[config.mk]
export PLATFORM = sky130hd
export DESIGN_NAME = dual_pll_control_registers
export DESIGN_NICKNAME = d
export VERILOG_FILES = /design/src/hdl/dual_pll_control_registers.v /design/src/hdl/reference_chooser.v
export VERILOG_INCLUDE_DIRS = /design/src /design/src/hdl
export SDC_FILE = /design/constraint.sdc
export NUM_CORES = 1
export LEC_CHECK = 0
export ABC_AREA = 1
export BUFFER_PORTS_ARGS = -buffer_cell sky130_fd_sc_hd__buf_2
export CAP_MARGIN = 20
export CORE_AREA = 4 4 86 88
export CTS_BUF_LIST = sky130_fd_sc_hd__clkbuf_4
export CTS_CLUSTER_SIZE = 24
export DETAILED_ROUTE_END_ITERATION = 6
export DIE_AREA = 0 0 90 92
export MAX_ROUTING_LAYER = met4
export PLACE_DENSITY_LB_ADDON = 0.25
export SYNTH_ARGS = -nofsm -noshare
export SYNTH_HDL_FRONTEND = slang
export SYNTH_HIERARCHICAL = 1
export SYNTH_SLANG_ARGS = --single-unit
[constraint.sdc]
create_clock -name clock -period 1.6 [get_ports clock]
set_clock_uncertainty 0.05 [all_clocks]
set_input_delay 0.24 -clock clock [delete_from_list [all_inputs] [get_ports clock]]
set_output_delay 0.24 -clock clock [all_outputs]
set_load 0.05 [all_outputs]
[src/hdl/pll_ctrl_defs.vh]
// Register offsets, field positions and reset values for the PLL control
`ifndef PLL_CTRL_DEFS_VH
`define PLL_CTRL_DEFS_VH

// Register offsets on the serial control port
`define ADDR_W            10
`define OFF_REF_HOLD      10'h10a
`define OFF_FAST_LOCK     10'h10b
`define OFF_PUMP_CURRENT  10'h200
`define OFF_FB_DIVIDER    10'h201
`define OFF_SECOND_CTRL   10'h202
`define OFF_OSC_CTRL      10'h203

// Writable-bit masks; reserved bits read zero
`define MASK_REF_HOLD     8'h0f
`define MASK_FAST_LOCK    8'hff
`define MASK_PUMP_CURRENT 8'hff
`define MASK_FB_DIVIDER   8'hff
`define MASK_SECOND_CTRL  8'ha3
`define MASK_OSC_CTRL     8'h1f

// Reset values
`define RST_REF_HOLD      8'h00
`define RST_FAST_LOCK     8'h00
`define RST_PUMP_CURRENT  8'h00
`define RST_FB_DIVIDER    8'h00
`define RST_SECOND_CTRL   8'h03
`define RST_OSC_CTRL      8'h00

// Reference select / holdover fields
`define BIT_HOLDOVER      3
`define BIT_REF_PIN_MODE  2
`define REF_NONREVERT     2'h0
`define REF_REVERT        2'h1
`define REF_FORCE_PRI     2'h2
`define REF_FORCE_SEC     2'h3

// Fast lock fields
`define BIT_FAST_LOCK_EN  7

// Second-stage control fields
`define BIT_LOCK_DET_PD   7
`define BIT_DOUBLER_EN    5
`define PUMP_TRISTATE     2'h0
`define PUMP_DOWN         2'h1
`define PUMP_UP           2'h2
`define PUMP_NORMAL       2'h3

// Oscillator control fields
`define BIT_PATH_EN       4
`define BIT_CAL_DIV_RST   3
`define BIT_REF_VALID_OVR 2
`define BIT_FORCE_MID     1
`define BIT_CAL_START     0

// Feedback division legal limits
`define FB_RATIO_MIN      8'h10
`define FB_RATIO_MAX      8'hff

`endif

[src/hdl/dual_pll_control_registers.v]
// Control registers and control logic of the two-stage PLL clock generator
`include "pll_ctrl_defs.vh"

module dual_pll_control_registers (
    // Clock, reset and clock enable
    input  wire       clock,
    input  wire       arst_n,
    input  wire       clockEnable,
    // Serial control port register access
    input  wire [9:0] regAddr,
    input  wire       regWrite,
    input  wire [7:0] regWriteData,
    input  wire       regRead,
    output reg  [7:0] regReadData,
    output reg        regReadValid,
    // Reference and loop status inputs
    input  wire       refChoicePin,
    input  wire       primaryRefOk,
    input  wire       secondaryRefOk,
    input  wire       feedbackClkOk,
    input  wire       firstStageOscOk,
    input  wire       calDoneIn,
    // First-stage loop controls
    output wire       useSecondaryRef,
    output reg        tuneForceHalfSupply,
    output reg        tuneFollowPump,
    output wire       fastLockEnable,
    output wire [6:0] fastLockPumpCurrent,
    // Second-stage loop controls
    output wire [7:0] secondPumpCurrent,
    output wire [1:0] fineCount,
    output wire [5:0] coarseCount,
    output reg  [7:0] feedbackRatio,
    output reg        feedbackRatioLegal,
    output wire       lockDetectPowerDown,
    output wire       doublerEnable,
    output wire [1:0] pumpMode,
    output reg  [3:0] pumpModeSelect,
    // Oscillator controls
    output wire       predividerPathEnable,
    output wire       calDividerReset,
    output reg        secondRefValid,
    output wire       oscForceMidscale,
    output reg        calStart,
    output wire       calReset,
    output wire       calBusy,
    output wire       calDone
);

    // Calibration states
    localparam [2:0] CAL_IDLE = 3'b001;
    localparam [2:0] CAL_RUN  = 3'b010;
    localparam [2:0] CAL_DONE = 3'b100;

    // Register file: one entry per register, addressed by an index
    localparam       NUM_REGS = 6;
    localparam [2:0] IDX_NONE = 3'h7;
    localparam [8*NUM_REGS-1:0] REG_MASKS = {
        `MASK_OSC_CTRL, `MASK_SECOND_CTRL, `MASK_FB_DIVIDER,
        `MASK_PUMP_CURRENT, `MASK_FAST_LOCK, `MASK_REF_HOLD};
    localparam [8*NUM_REGS-1:0] REG_RESETS = {
        `RST_OSC_CTRL, `RST_SECOND_CTRL, `RST_FB_DIVIDER,
        `RST_PUMP_CURRENT, `RST_FAST_LOCK, `RST_REF_HOLD};

    reg  [2:0]            regIdx;
    wire [8*NUM_REGS-1:0] regFlat;

    // Named views of the register file entries
    wire [7:0] refHold_q     = regFlat[7:0];
    wire [7:0] fastLock_q    = regFlat[15:8];
    wire [7:0] pumpCurrent_q = regFlat[23:16];
    wire [7:0] fbDivider_q   = regFlat[31:24];
    wire [7:0] secondCtrl_q  = regFlat[39:32];
    wire [7:0] oscCtrl_q     = regFlat[47:40];

    // Calibration tracking
    reg        calBitPrev_q;
    reg  [2:0] calState_q;
    reg  [2:0] calState_d;
    reg  [7:0] readMux;

    wire       activeRefOk;
    wire       calEdge;

    // Offset to register index; unmapped offsets miss
    always @* begin
        case (regAddr)
            `OFF_REF_HOLD:     regIdx = 3'h0;
            `OFF_FAST_LOCK:    regIdx = 3'h1;
            `OFF_PUMP_CURRENT: regIdx = 3'h2;
            `OFF_FB_DIVIDER:   regIdx = 3'h3;
            `OFF_SECOND_CTRL:  regIdx = 3'h4;
            `OFF_OSC_CTRL:     regIdx = 3'h5;
            default:           regIdx = IDX_NONE;
        endcase
    end

    // Register entries; reserved bits masked off so they stay zero
    genvar g;
    generate
        for (g = 0; g < NUM_REGS; g = g + 1) begin : g_entry
            reg [7:0] entry_q;
            always @(posedge clock or negedge arst_n) begin
                if (!arst_n)
                    entry_q <= REG_RESETS[8*g +: 8];
                else if (clockEnable && regWrite && {29'h0, regIdx} == g)
                    entry_q <= regWriteData & REG_MASKS[8*g +: 8];
            end
            assign regFlat[8*g +: 8] = entry_q;
        end
    endgenerate

    // Read multiplexer; unmapped offsets return zero
    always @* begin
        readMux = 8'h00;
        if (regIdx != IDX_NONE)
            readMux = regFlat[8*regIdx +: 8];
    end

    // Read data held until the next read
    always @(posedge clock or negedge arst_n) begin
        if (!arst_n) begin
            regReadData  <= 8'h00;
            regReadValid <= 1'b0;
        end else if (clockEnable) begin
            regReadValid <= regRead;
            if (regRead)
                regReadData <= readMux;
        end
    end

    // Reference choice for the first-stage loop
    reference_chooser u_chooser (
        .clock        (clock),
        .arst_n       (arst_n),
        .clockEnable  (clockEnable),
        .refMode      (refHold_q[2:0]),
        .refChoicePin (refChoicePin),
        .primaryOk    (primaryRefOk),
        .secondaryOk  (secondaryRefOk),
        .useSecondary (useSecondaryRef),
        .activeRefOk  (activeRefOk)
    );

    // Holdover: on clock loss either half supply or tristated pump
    always @(posedge clock or negedge arst_n) begin
        if (!arst_n) begin
            tuneForceHalfSupply <= 1'b0;
            tuneFollowPump      <= 1'b0;
        end else if (clockEnable) begin
            tuneForceHalfSupply <= refHold_q[`BIT_HOLDOVER] &&
                                   !(feedbackClkOk && activeRefOk);
            tuneFollowPump      <= !refHold_q[`BIT_HOLDOVER] &&
                                   !(feedbackClkOk && activeRefOk);
        end
    end

    // First-stage fast lock fields
    assign fastLockEnable      = fastLock_q[`BIT_FAST_LOCK_EN];
    assign fastLockPumpCurrent = fastLock_q[6:0];

    // Second-stage pump current and divider fields
    assign secondPumpCurrent = pumpCurrent_q;
    assign fineCount         = fbDivider_q[7:6];
    assign coarseCount       = fbDivider_q[5:0];

    // Division ratio and its legality flag for software's benefit
    always @(posedge clock or negedge arst_n) begin
        if (!arst_n) begin
            feedbackRatio      <= 8'h00;
            feedbackRatioLegal <= 1'b0;
        end else if (clockEnable) begin
            feedbackRatio <= {fbDivider_q[5:0], 2'b00} +
                             {6'h00, fbDivider_q[7:6]};
            feedbackRatioLegal <= ({fbDivider_q[5:0], 2'b00} >=
                                   `FB_RATIO_MIN) &&
                                  (coarseCount >= 6'h07 ||
                                   (coarseCount >= 6'h05 &&
                                    fineCount <= 2'h2) ||
                                   (coarseCount == 6'h04 &&
                                    fineCount <= 2'h1));
        end
    end

    // Second-stage control fields
    assign lockDetectPowerDown = secondCtrl_q[`BIT_LOCK_DET_PD];
    assign doublerEnable       = secondCtrl_q[`BIT_DOUBLER_EN];
    assign pumpMode            = secondCtrl_q[1:0];

    // Pump mode decode: tristate, down, up, normal
    always @(posedge clock or negedge arst_n) begin
        if (!arst_n) begin
            pumpModeSelect <= 4'h8;
        end else if (clockEnable) begin
            case (secondCtrl_q[1:0])
                `PUMP_TRISTATE: pumpModeSelect <= 4'h1;
                `PUMP_DOWN:     pumpModeSelect <= 4'h2;
                `PUMP_UP:       pumpModeSelect <= 4'h4;
                default:        pumpModeSelect <= 4'h8;
            endcase
        end
    end

    // Oscillator control fields
    assign predividerPathEnable = oscCtrl_q[`BIT_PATH_EN];
    assign calDividerReset      = oscCtrl_q[`BIT_CAL_DIV_RST];
    assign oscForceMidscale     = oscCtrl_q[`BIT_FORCE_MID];
    assign calReset             = !oscCtrl_q[`BIT_CAL_START];

    // Second-stage reference validity with override
    always @(posedge clock or negedge arst_n) begin
        if (!arst_n)
            secondRefValid <= 1'b0;
        else if (clockEnable)
            secondRefValid <= oscCtrl_q[`BIT_REF_VALID_OVR] ||
                              firstStageOscOk;
    end

    // Rising edge of the calibrate bit; a held one never restarts
    assign calEdge = oscCtrl_q[`BIT_CAL_START] && !calBitPrev_q;

    // Calibration sequencing
    always @* begin
        calState_d = calState_q;
        case (calState_q)
            CAL_IDLE: begin
                if (calEdge)
                    calState_d = CAL_RUN;
            end
            CAL_RUN: begin
                if (!oscCtrl_q[`BIT_CAL_START])
                    calState_d = CAL_IDLE;
                else if (calDoneIn)
                    calState_d = CAL_DONE;
            end
            CAL_DONE: begin
                if (!oscCtrl_q[`BIT_CAL_START])
                    calState_d = CAL_IDLE;
            end
            default: calState_d = CAL_IDLE;
        endcase
    end

    // Calibration state and start pulse; the bit itself is left alone
    always @(posedge clock or negedge arst_n) begin
        if (!arst_n) begin
            calBitPrev_q <= 1'b0;
            calState_q   <= CAL_IDLE;
            calStart     <= 1'b0;
        end else if (clockEnable) begin
            calBitPrev_q <= oscCtrl_q[`BIT_CAL_START];
            calState_q   <= calState_d;
            calStart     <= calEdge && calState_q[0];
        end
    end

    // Calibration status
    assign calBusy = calState_q[1];
    assign calDone = calState_q[2];

endmodule // dual_pll_control_registers

[src/hdl/reference_chooser.v]
// Primary/secondary reference choice for the first-stage loop
`include "pll_ctrl_defs.vh"

module reference_chooser (
    // Clock and reset
    input  wire       clock,
    input  wire       arst_n,
    input  wire       clockEnable,
    // Mode and inputs
    input  wire [2:0] refMode,
    input  wire       refChoicePin,
    input  wire       primaryOk,
    input  wire       secondaryOk,
    // Result
    output wire       useSecondary,
    output wire       activeRefOk
);

    localparam [1:0] ON_PRIMARY   = 2'b01;
    localparam [1:0] ON_SECONDARY = 2'b10;

    reg [1:0] state_q;
    reg [1:0] state_d;

    // Next reference from mode, pin and validity
    always @* begin
        state_d = state_q;
        if (refMode[`BIT_REF_PIN_MODE]) begin
            state_d = refChoicePin ? ON_SECONDARY : ON_PRIMARY;
        end else begin
            case (refMode[1:0])
                `REF_FORCE_PRI: state_d = ON_PRIMARY;
                `REF_FORCE_SEC: state_d = ON_SECONDARY;
                `REF_REVERT: begin
                    // Go back to primary as soon as it is good
                    if (primaryOk)
                        state_d = ON_PRIMARY;
                    else if (secondaryOk)
                        state_d = ON_SECONDARY;
                end
                default: begin
                    // Nonrevertive: leave a reference only on its loss
                    case (state_q)
                        ON_PRIMARY: begin
                            if (!primaryOk && secondaryOk)
                                state_d = ON_SECONDARY;
                        end
                        ON_SECONDARY: begin
                            if (!secondaryOk && primaryOk)
                                state_d = ON_PRIMARY;
                        end
                        default: state_d = ON_PRIMARY;
                    endcase
                end
            endcase
        end
    end

    // State register
    always @(posedge clock or negedge arst_n) begin
        if (!arst_n)
            state_q <= ON_PRIMARY;
        else if (clockEnable)
            state_q <= state_d;
    end

    assign useSecondary = state_q[1];
    assign activeRefOk  = state_q[1] ? secondaryOk : primaryOk;

endmodule // reference_chooser

* After elaboration in Yosys (flattened, before gate mapping)
Cells that the tools add are included.
Cells by class: add/sub/neg operators 1, multiply operators 0, divide/modulo/power cells 0, magnitude comparators 5, eq/ne operators 29, shifts and indexed selects 1, multiplexer cells 17, bitwise gates (word level) 0, reductions and logical operators 31
Operator list (number):
- $shiftx A48 B7 Y8 | 1
- $eq A10 B10 Y1 const B | 4
- $eq A10 B9 Y1 const B | 2
- $pmux W3 S6 | 1
- $logic_and A1 B1 Y1 | 17
- $ge A6 B3 Y1 const B | 2
- $mux W2 | 6
- $mux W3 | 4
- $pmux W4 S3 | 1
- $eq A3 B2 Y1 const B | 3
- $eq A3 B3 Y1 const B | 3
- $pmux W3 S3 | 1
- $add A8 B2 Y8 | 1
- $eq A2 B2 Y1 const B | 4
- $ge A8 B5 Y1 const B | 1
- $mux W8 | 1
- $reduce_and A4 Y1 | 2
- $eq A2 B1 Y1 const B | 3
- $eq A3 B1 Y1 const B | 2
- $eq A6 B3 Y1 const B | 1
- $logic_not A1 Y1 | 6
- $ne A3 B3 Y1 const B | 2
- $ne A6 B2 Y1 const B | 1
- $ne A6 B5 Y1 const B | 1
- other kinds (11) | 14
Word-level totals: bits in registers 69, bits in latches 0, RAM bits 0, memory bits (read-only) 0, input port bits 29, output and inout bits 61, logic and storage cells 102, memories 0

* Depth between registers and ports, before layout
word-level depth 6, gate-level depth with buffers 14

* Cells and area by module
The synthesis kept the hierarchy.
By module, submodules not included:
- dual_pll_control_registers | instances 1, cells each 405, area an instance 3275.6 um2
- reference_chooser | instances 1, cells each 50, area an instance 259.0 um2

* Worst setup path before layout
Ideal clock, no wire load.
kind reg2reg, from reg g_entry[5].entry_q[0], to reg calState_q[1], arrival 1.468 ns, required time 1.431 ns, path slack -0.037 ns, stages on the path, launching flop included 7, clock period less this slack 1.637 ns, cells stage by stage dfrtp_1 > inv_1 > nor4_1 > nand2_1 > nand4_1 > or2_2 > o21a_1
On the way: longest elaborated chain between the ends 3, elaborated cells on any way between the ends 7, those cells by class 3 x eq/ne; 2 x mux; 2 x reduce/logical
Ends and longest elaborated chain:
- from (decl) | RTL line dual_pll_control_registers.v:102 | reg [7:0] entry_q;
- from (signal assigned) | RTL line dual_pll_control_registers.v:105 | entry_q <= REG_RESETS[8*g +: 8];
- from (signal assigned) | RTL line dual_pll_control_registers.v:107 | entry_q <= regWriteData & REG_MASKS[8*g +: 8];
- $logic_and A1 B1 Y1 | RTL line dual_pll_control_registers.v:220 | assign calEdge = oscCtrl_q[`BIT_CAL_START] && !calBitPrev_q;
- $ne A2 B2 Y1 (no source line)
- $reduce_and A4 Y1 (no source line)
- to (signal assigned) | RTL line dual_pll_control_registers.v:252 | calState_q <= calState_d;
- to (decl) | RTL line dual_pll_control_registers.v:78 | reg [2:0] calState_q;
Several ways; a longest one is shown, not always the timed one. A chain may end at the register's enable or synchronous reset.

* Worst setup path in the final report
from reg g_entry[4].entry_q[1], to out pumpMode[1]
RTL lines:
- from (decl) | RTL line dual_pll_control_registers.v:102
- from (signal assigned) | RTL line dual_pll_control_registers.v:105
- from (signal assigned) | RTL line dual_pll_control_registers.v:107
- to (decl) | RTL line dual_pll_control_registers.v:37 | output wire [1:0] pumpMode,
No word-level cell between the ends.

==> impl_metrics.yaml <==
place:
  io_buffer_count: 89
  gp_congestion: 0.905
  hpwl_mm: 7.14
  dp_slack_ns: -0.125
  post-place-cells: 634
die:
  core_area_um2: 6640
  rows: 30
  design.die.area_um2: 8280
  fp.dieW_um: 90
  die_y_um: 92
  pin_count: 90
  start_util_pct: 53.2
critical_path:
  cp_max_fo: 5
  cp-end-kind: "output pin"
  crit_family: "flip-flops"
  crit_path_top_delay_cell: "dfstp_2"
  required_ns: 1.31
  crit_chain: "clkbuf_4"
  cp-start-kind: "register"
  path_buf_inv: 1
  crit_path_max_incr_delay_ns: 0.62
  crit_type: "reg2out"
  cp.arrival_ns: 1.28
grt:
  grt_pass1_wl_mm: 15.7
  grt_use_met3_pct: 5.09
  overflow: 0
  grt_busiest_layer: "met2"
  antenna_found_initial: 0
  grtUsageMet1_pct: 30.9
  grt_max_degree: 36
  grt_pass1_vias: 3264
  grt_use_total_pct: 24.2
  grt_use_met2_pct: 39.6
detailed_routing:
  drt-pass1-iter-count: 5
  drt_wl_total_mm: 9.31
  num_vias: 3349
  drc: 0
  first_iter_violations: 250
  routed_via_density: 5.11
  wl_per_cell_um: 14.2
  postRouteAntennaNets: 0
cts:
  cts_htree_levels: 3
  numClockSinks: 69
  cts_tree: "yes"
  cts_buffers: 9
  clkTransAtPathRegs_ns: 0.12
  clock_latency_ns: 0.41
  cts.path.max_buffers: 2
  root_buffer: "clkbuf_4"
pwr:
  seqPwrFrac_pct: 53.1
  power.clock.fraction_pct: 25.7
  netSwitchingPower_mw: 1.25
  leakagePower_nw: 2.51
  swShare_pct: 34.4
  ir_drop_v: 0.000482
  power_density_nw_per_um2: 830
  p_int_mw: 2.38
  p_comb_share_pct: 21.2
timing:
  setup_violations: 0
  clock.fmax_mhz: 636
  slew_viol_final: 0
  rsz0062_at_grt: "true"
  timing.final.hold_violations: 0
  slew_headroom_pct: 72.3
  setup_slack_ns: 0.0287
  fin_crit_ns: 1.57
  worstMarginPinSlew_ns: 0.416
  period_share_pct: 98.2
synthesis:
  synth.distinct_cells: 36
  synth.cell_area_um2: 3530
  post_synth.cell_area_avg_um2: 7.77
  synth_warnings: 6
  synthCells: 455
  ys.flop_type: "dfrtp_1"
  syn-num-nets: 484
  seq_area_frac_synth_pct: 49.0
  synth-edff-count: 0
  ys_async_sr_fraction_pct: 100
  synth_seq_cells: 69
finish:
  area_growth_pct: 23.8
  stdcell_count: 656
  fin_nets: 600
  layout_common_cells: "nand2_1, buf_2, dfrtp_1"
  layout_commonest_cell: "nand2_1"
  drive_above_1_share_pct: 30.4
  antenna_cells: 0
status:
  status: "complete, no violations"
job:
  cap_viol_max_count: 0
min_path:
  hp-class: "in2reg"
[routing by layer]
metal,share of wire (%),vias up
met3,5.7,11
met1,45,1562
met2,48,104
met5,0,-
met4,1.3,0
li1,-,1672
[cells in the mapped netlist (3+ instances only)]
cell        n  area, um2
o21ai_0    22        110
inv_1      47        176
o211ai_1    4       30.0
nand3_2     3       30.0
nand3_1    25        125
inv_2       9       33.8
nand3b_1    5       37.5
buf_6       4       45.0
nand2_2     7       43.8
o21ai_2     8       70.1
nand2_4     6       67.6
nor2_1     34        128
dfrtp_1    64       1600
o21ai_1    21        105
a21oi_1     5       25.0
nand2_1   158        593
nand4_1     4       25.0
clkbuf_1    4       15.0
dfstp_2     5        131
[power groups by stage]
stage	combinational (mW)	sequential [mW]	clock, mW
floorplan	0.335	2.14	0
global placement	0.750	1.96	0
global route	0.847	1.94	1.05
CTS	0.776	1.93	0.966
detailed placement	0.772	1.96	0
finish	0.771	1.93	0.932
[worst min-delay path, cell delays in order]
cell,delay [ns]
buf_2,0.08
inv_1,0.06
o21ai_1,0.12
[worst paths after layout]
kind | startpoint | endpoint | slack, ns | cells past startpoint
max in group asynchronous | arst_n | g_entry[4].entry_q[1]$_DFFE_PN1P_ | 0.68 | 3
worst max register to register | g_entry[5].entry_q[0]$_DFFE_PN0P_ | calState_q[0]$_DFFE_PN1P_ | 0.07 | 6
worst min-delay path | regWriteData[6] | fbDivider_q[6]$_DFFE_PN0P_ | 0.07 | 3
min in group asynchronous | arst_n | secondPumpCurrent[2]$_DFFE_PN0P_ | 0.24 | 2
worst min register to register | feedbackRatio[5]$_DFFE_PN0P_ | feedbackRatio[5]$_DFFE_PN0P_ | 0.42 | 2
worst max-delay path | g_entry[4].entry_q[1]$_DFFE_PN1P_ | pumpMode[1] | 0.03 | 1
[logic make-up after synthesis]
kind of cell / share of synthesized area [%]
compound gates: 10.9
buf+inv: 8.28
flops: 49.0
simple gates: 31.8
[through the flow]
| step | util (%) | setup TNS (ns) | instance area (um2) | hold slack [ns] | power [mW] |
|---|---|---|---|---|---|
| 2_1_floorplan | - | 0 | 3550 | -0.106 | 2.48 |
| 5_1_grt | 65.9 | -0.0344 | 4380 | 0.0603 | 3.84 |
| 6_report | 65.9 | 0 | 4380 | 0.0744 | 3.63 |
| 3_3_place_gp | 63.3 | -0.746 | 4210 | 0.143 | 2.71 |
| 4_1_cts | 65.5 | 0 | 4350 | 0.0490 | 3.67 |
| 3_5_place_dp | 63.3 | -1.78 | 4210 | 0.155 | 2.73 |
[cell type report]
class                           count  area (um2)
Sequential cell                    69        1730
Multi-Input combinational cell    317        1520
Fill cell                         587        2270
Timing Repair Buffer              115         682
Tap cell                           80         100
Clock buffer                        9        67.6
Clock inverter                      7        41.3
Inverter                           59         226
[flip-flops by register name, indices dropped and copies added (netlist names)]
name	count
regReadData	8
tuneFollowPump	1
u_chooser/state_q	2
g_entry.entry_q	13
pumpModeSelect	4
calStart	1
feedbackRatioLegal	1
secondRefValid	1
tuneForceHalfSupply	1
feedbackRatio	8
secondPumpCurrent	8
regReadValid	1
fastLock_q	8
calBitPrev_q	1
calState_q	3
fbDivider_q	8
[what timing repair did]
action / 4_1_cts / 5_1_grt
gates resized for setup: 1 / 5
pin swaps: 0 / 1
hold endpoints to repair: 14 / 0
buffers inserted: 2 / 2
hold buffers: 2 / 0
setup endpoints to repair: 1 / 6
(Power assumes the default switching activity.)
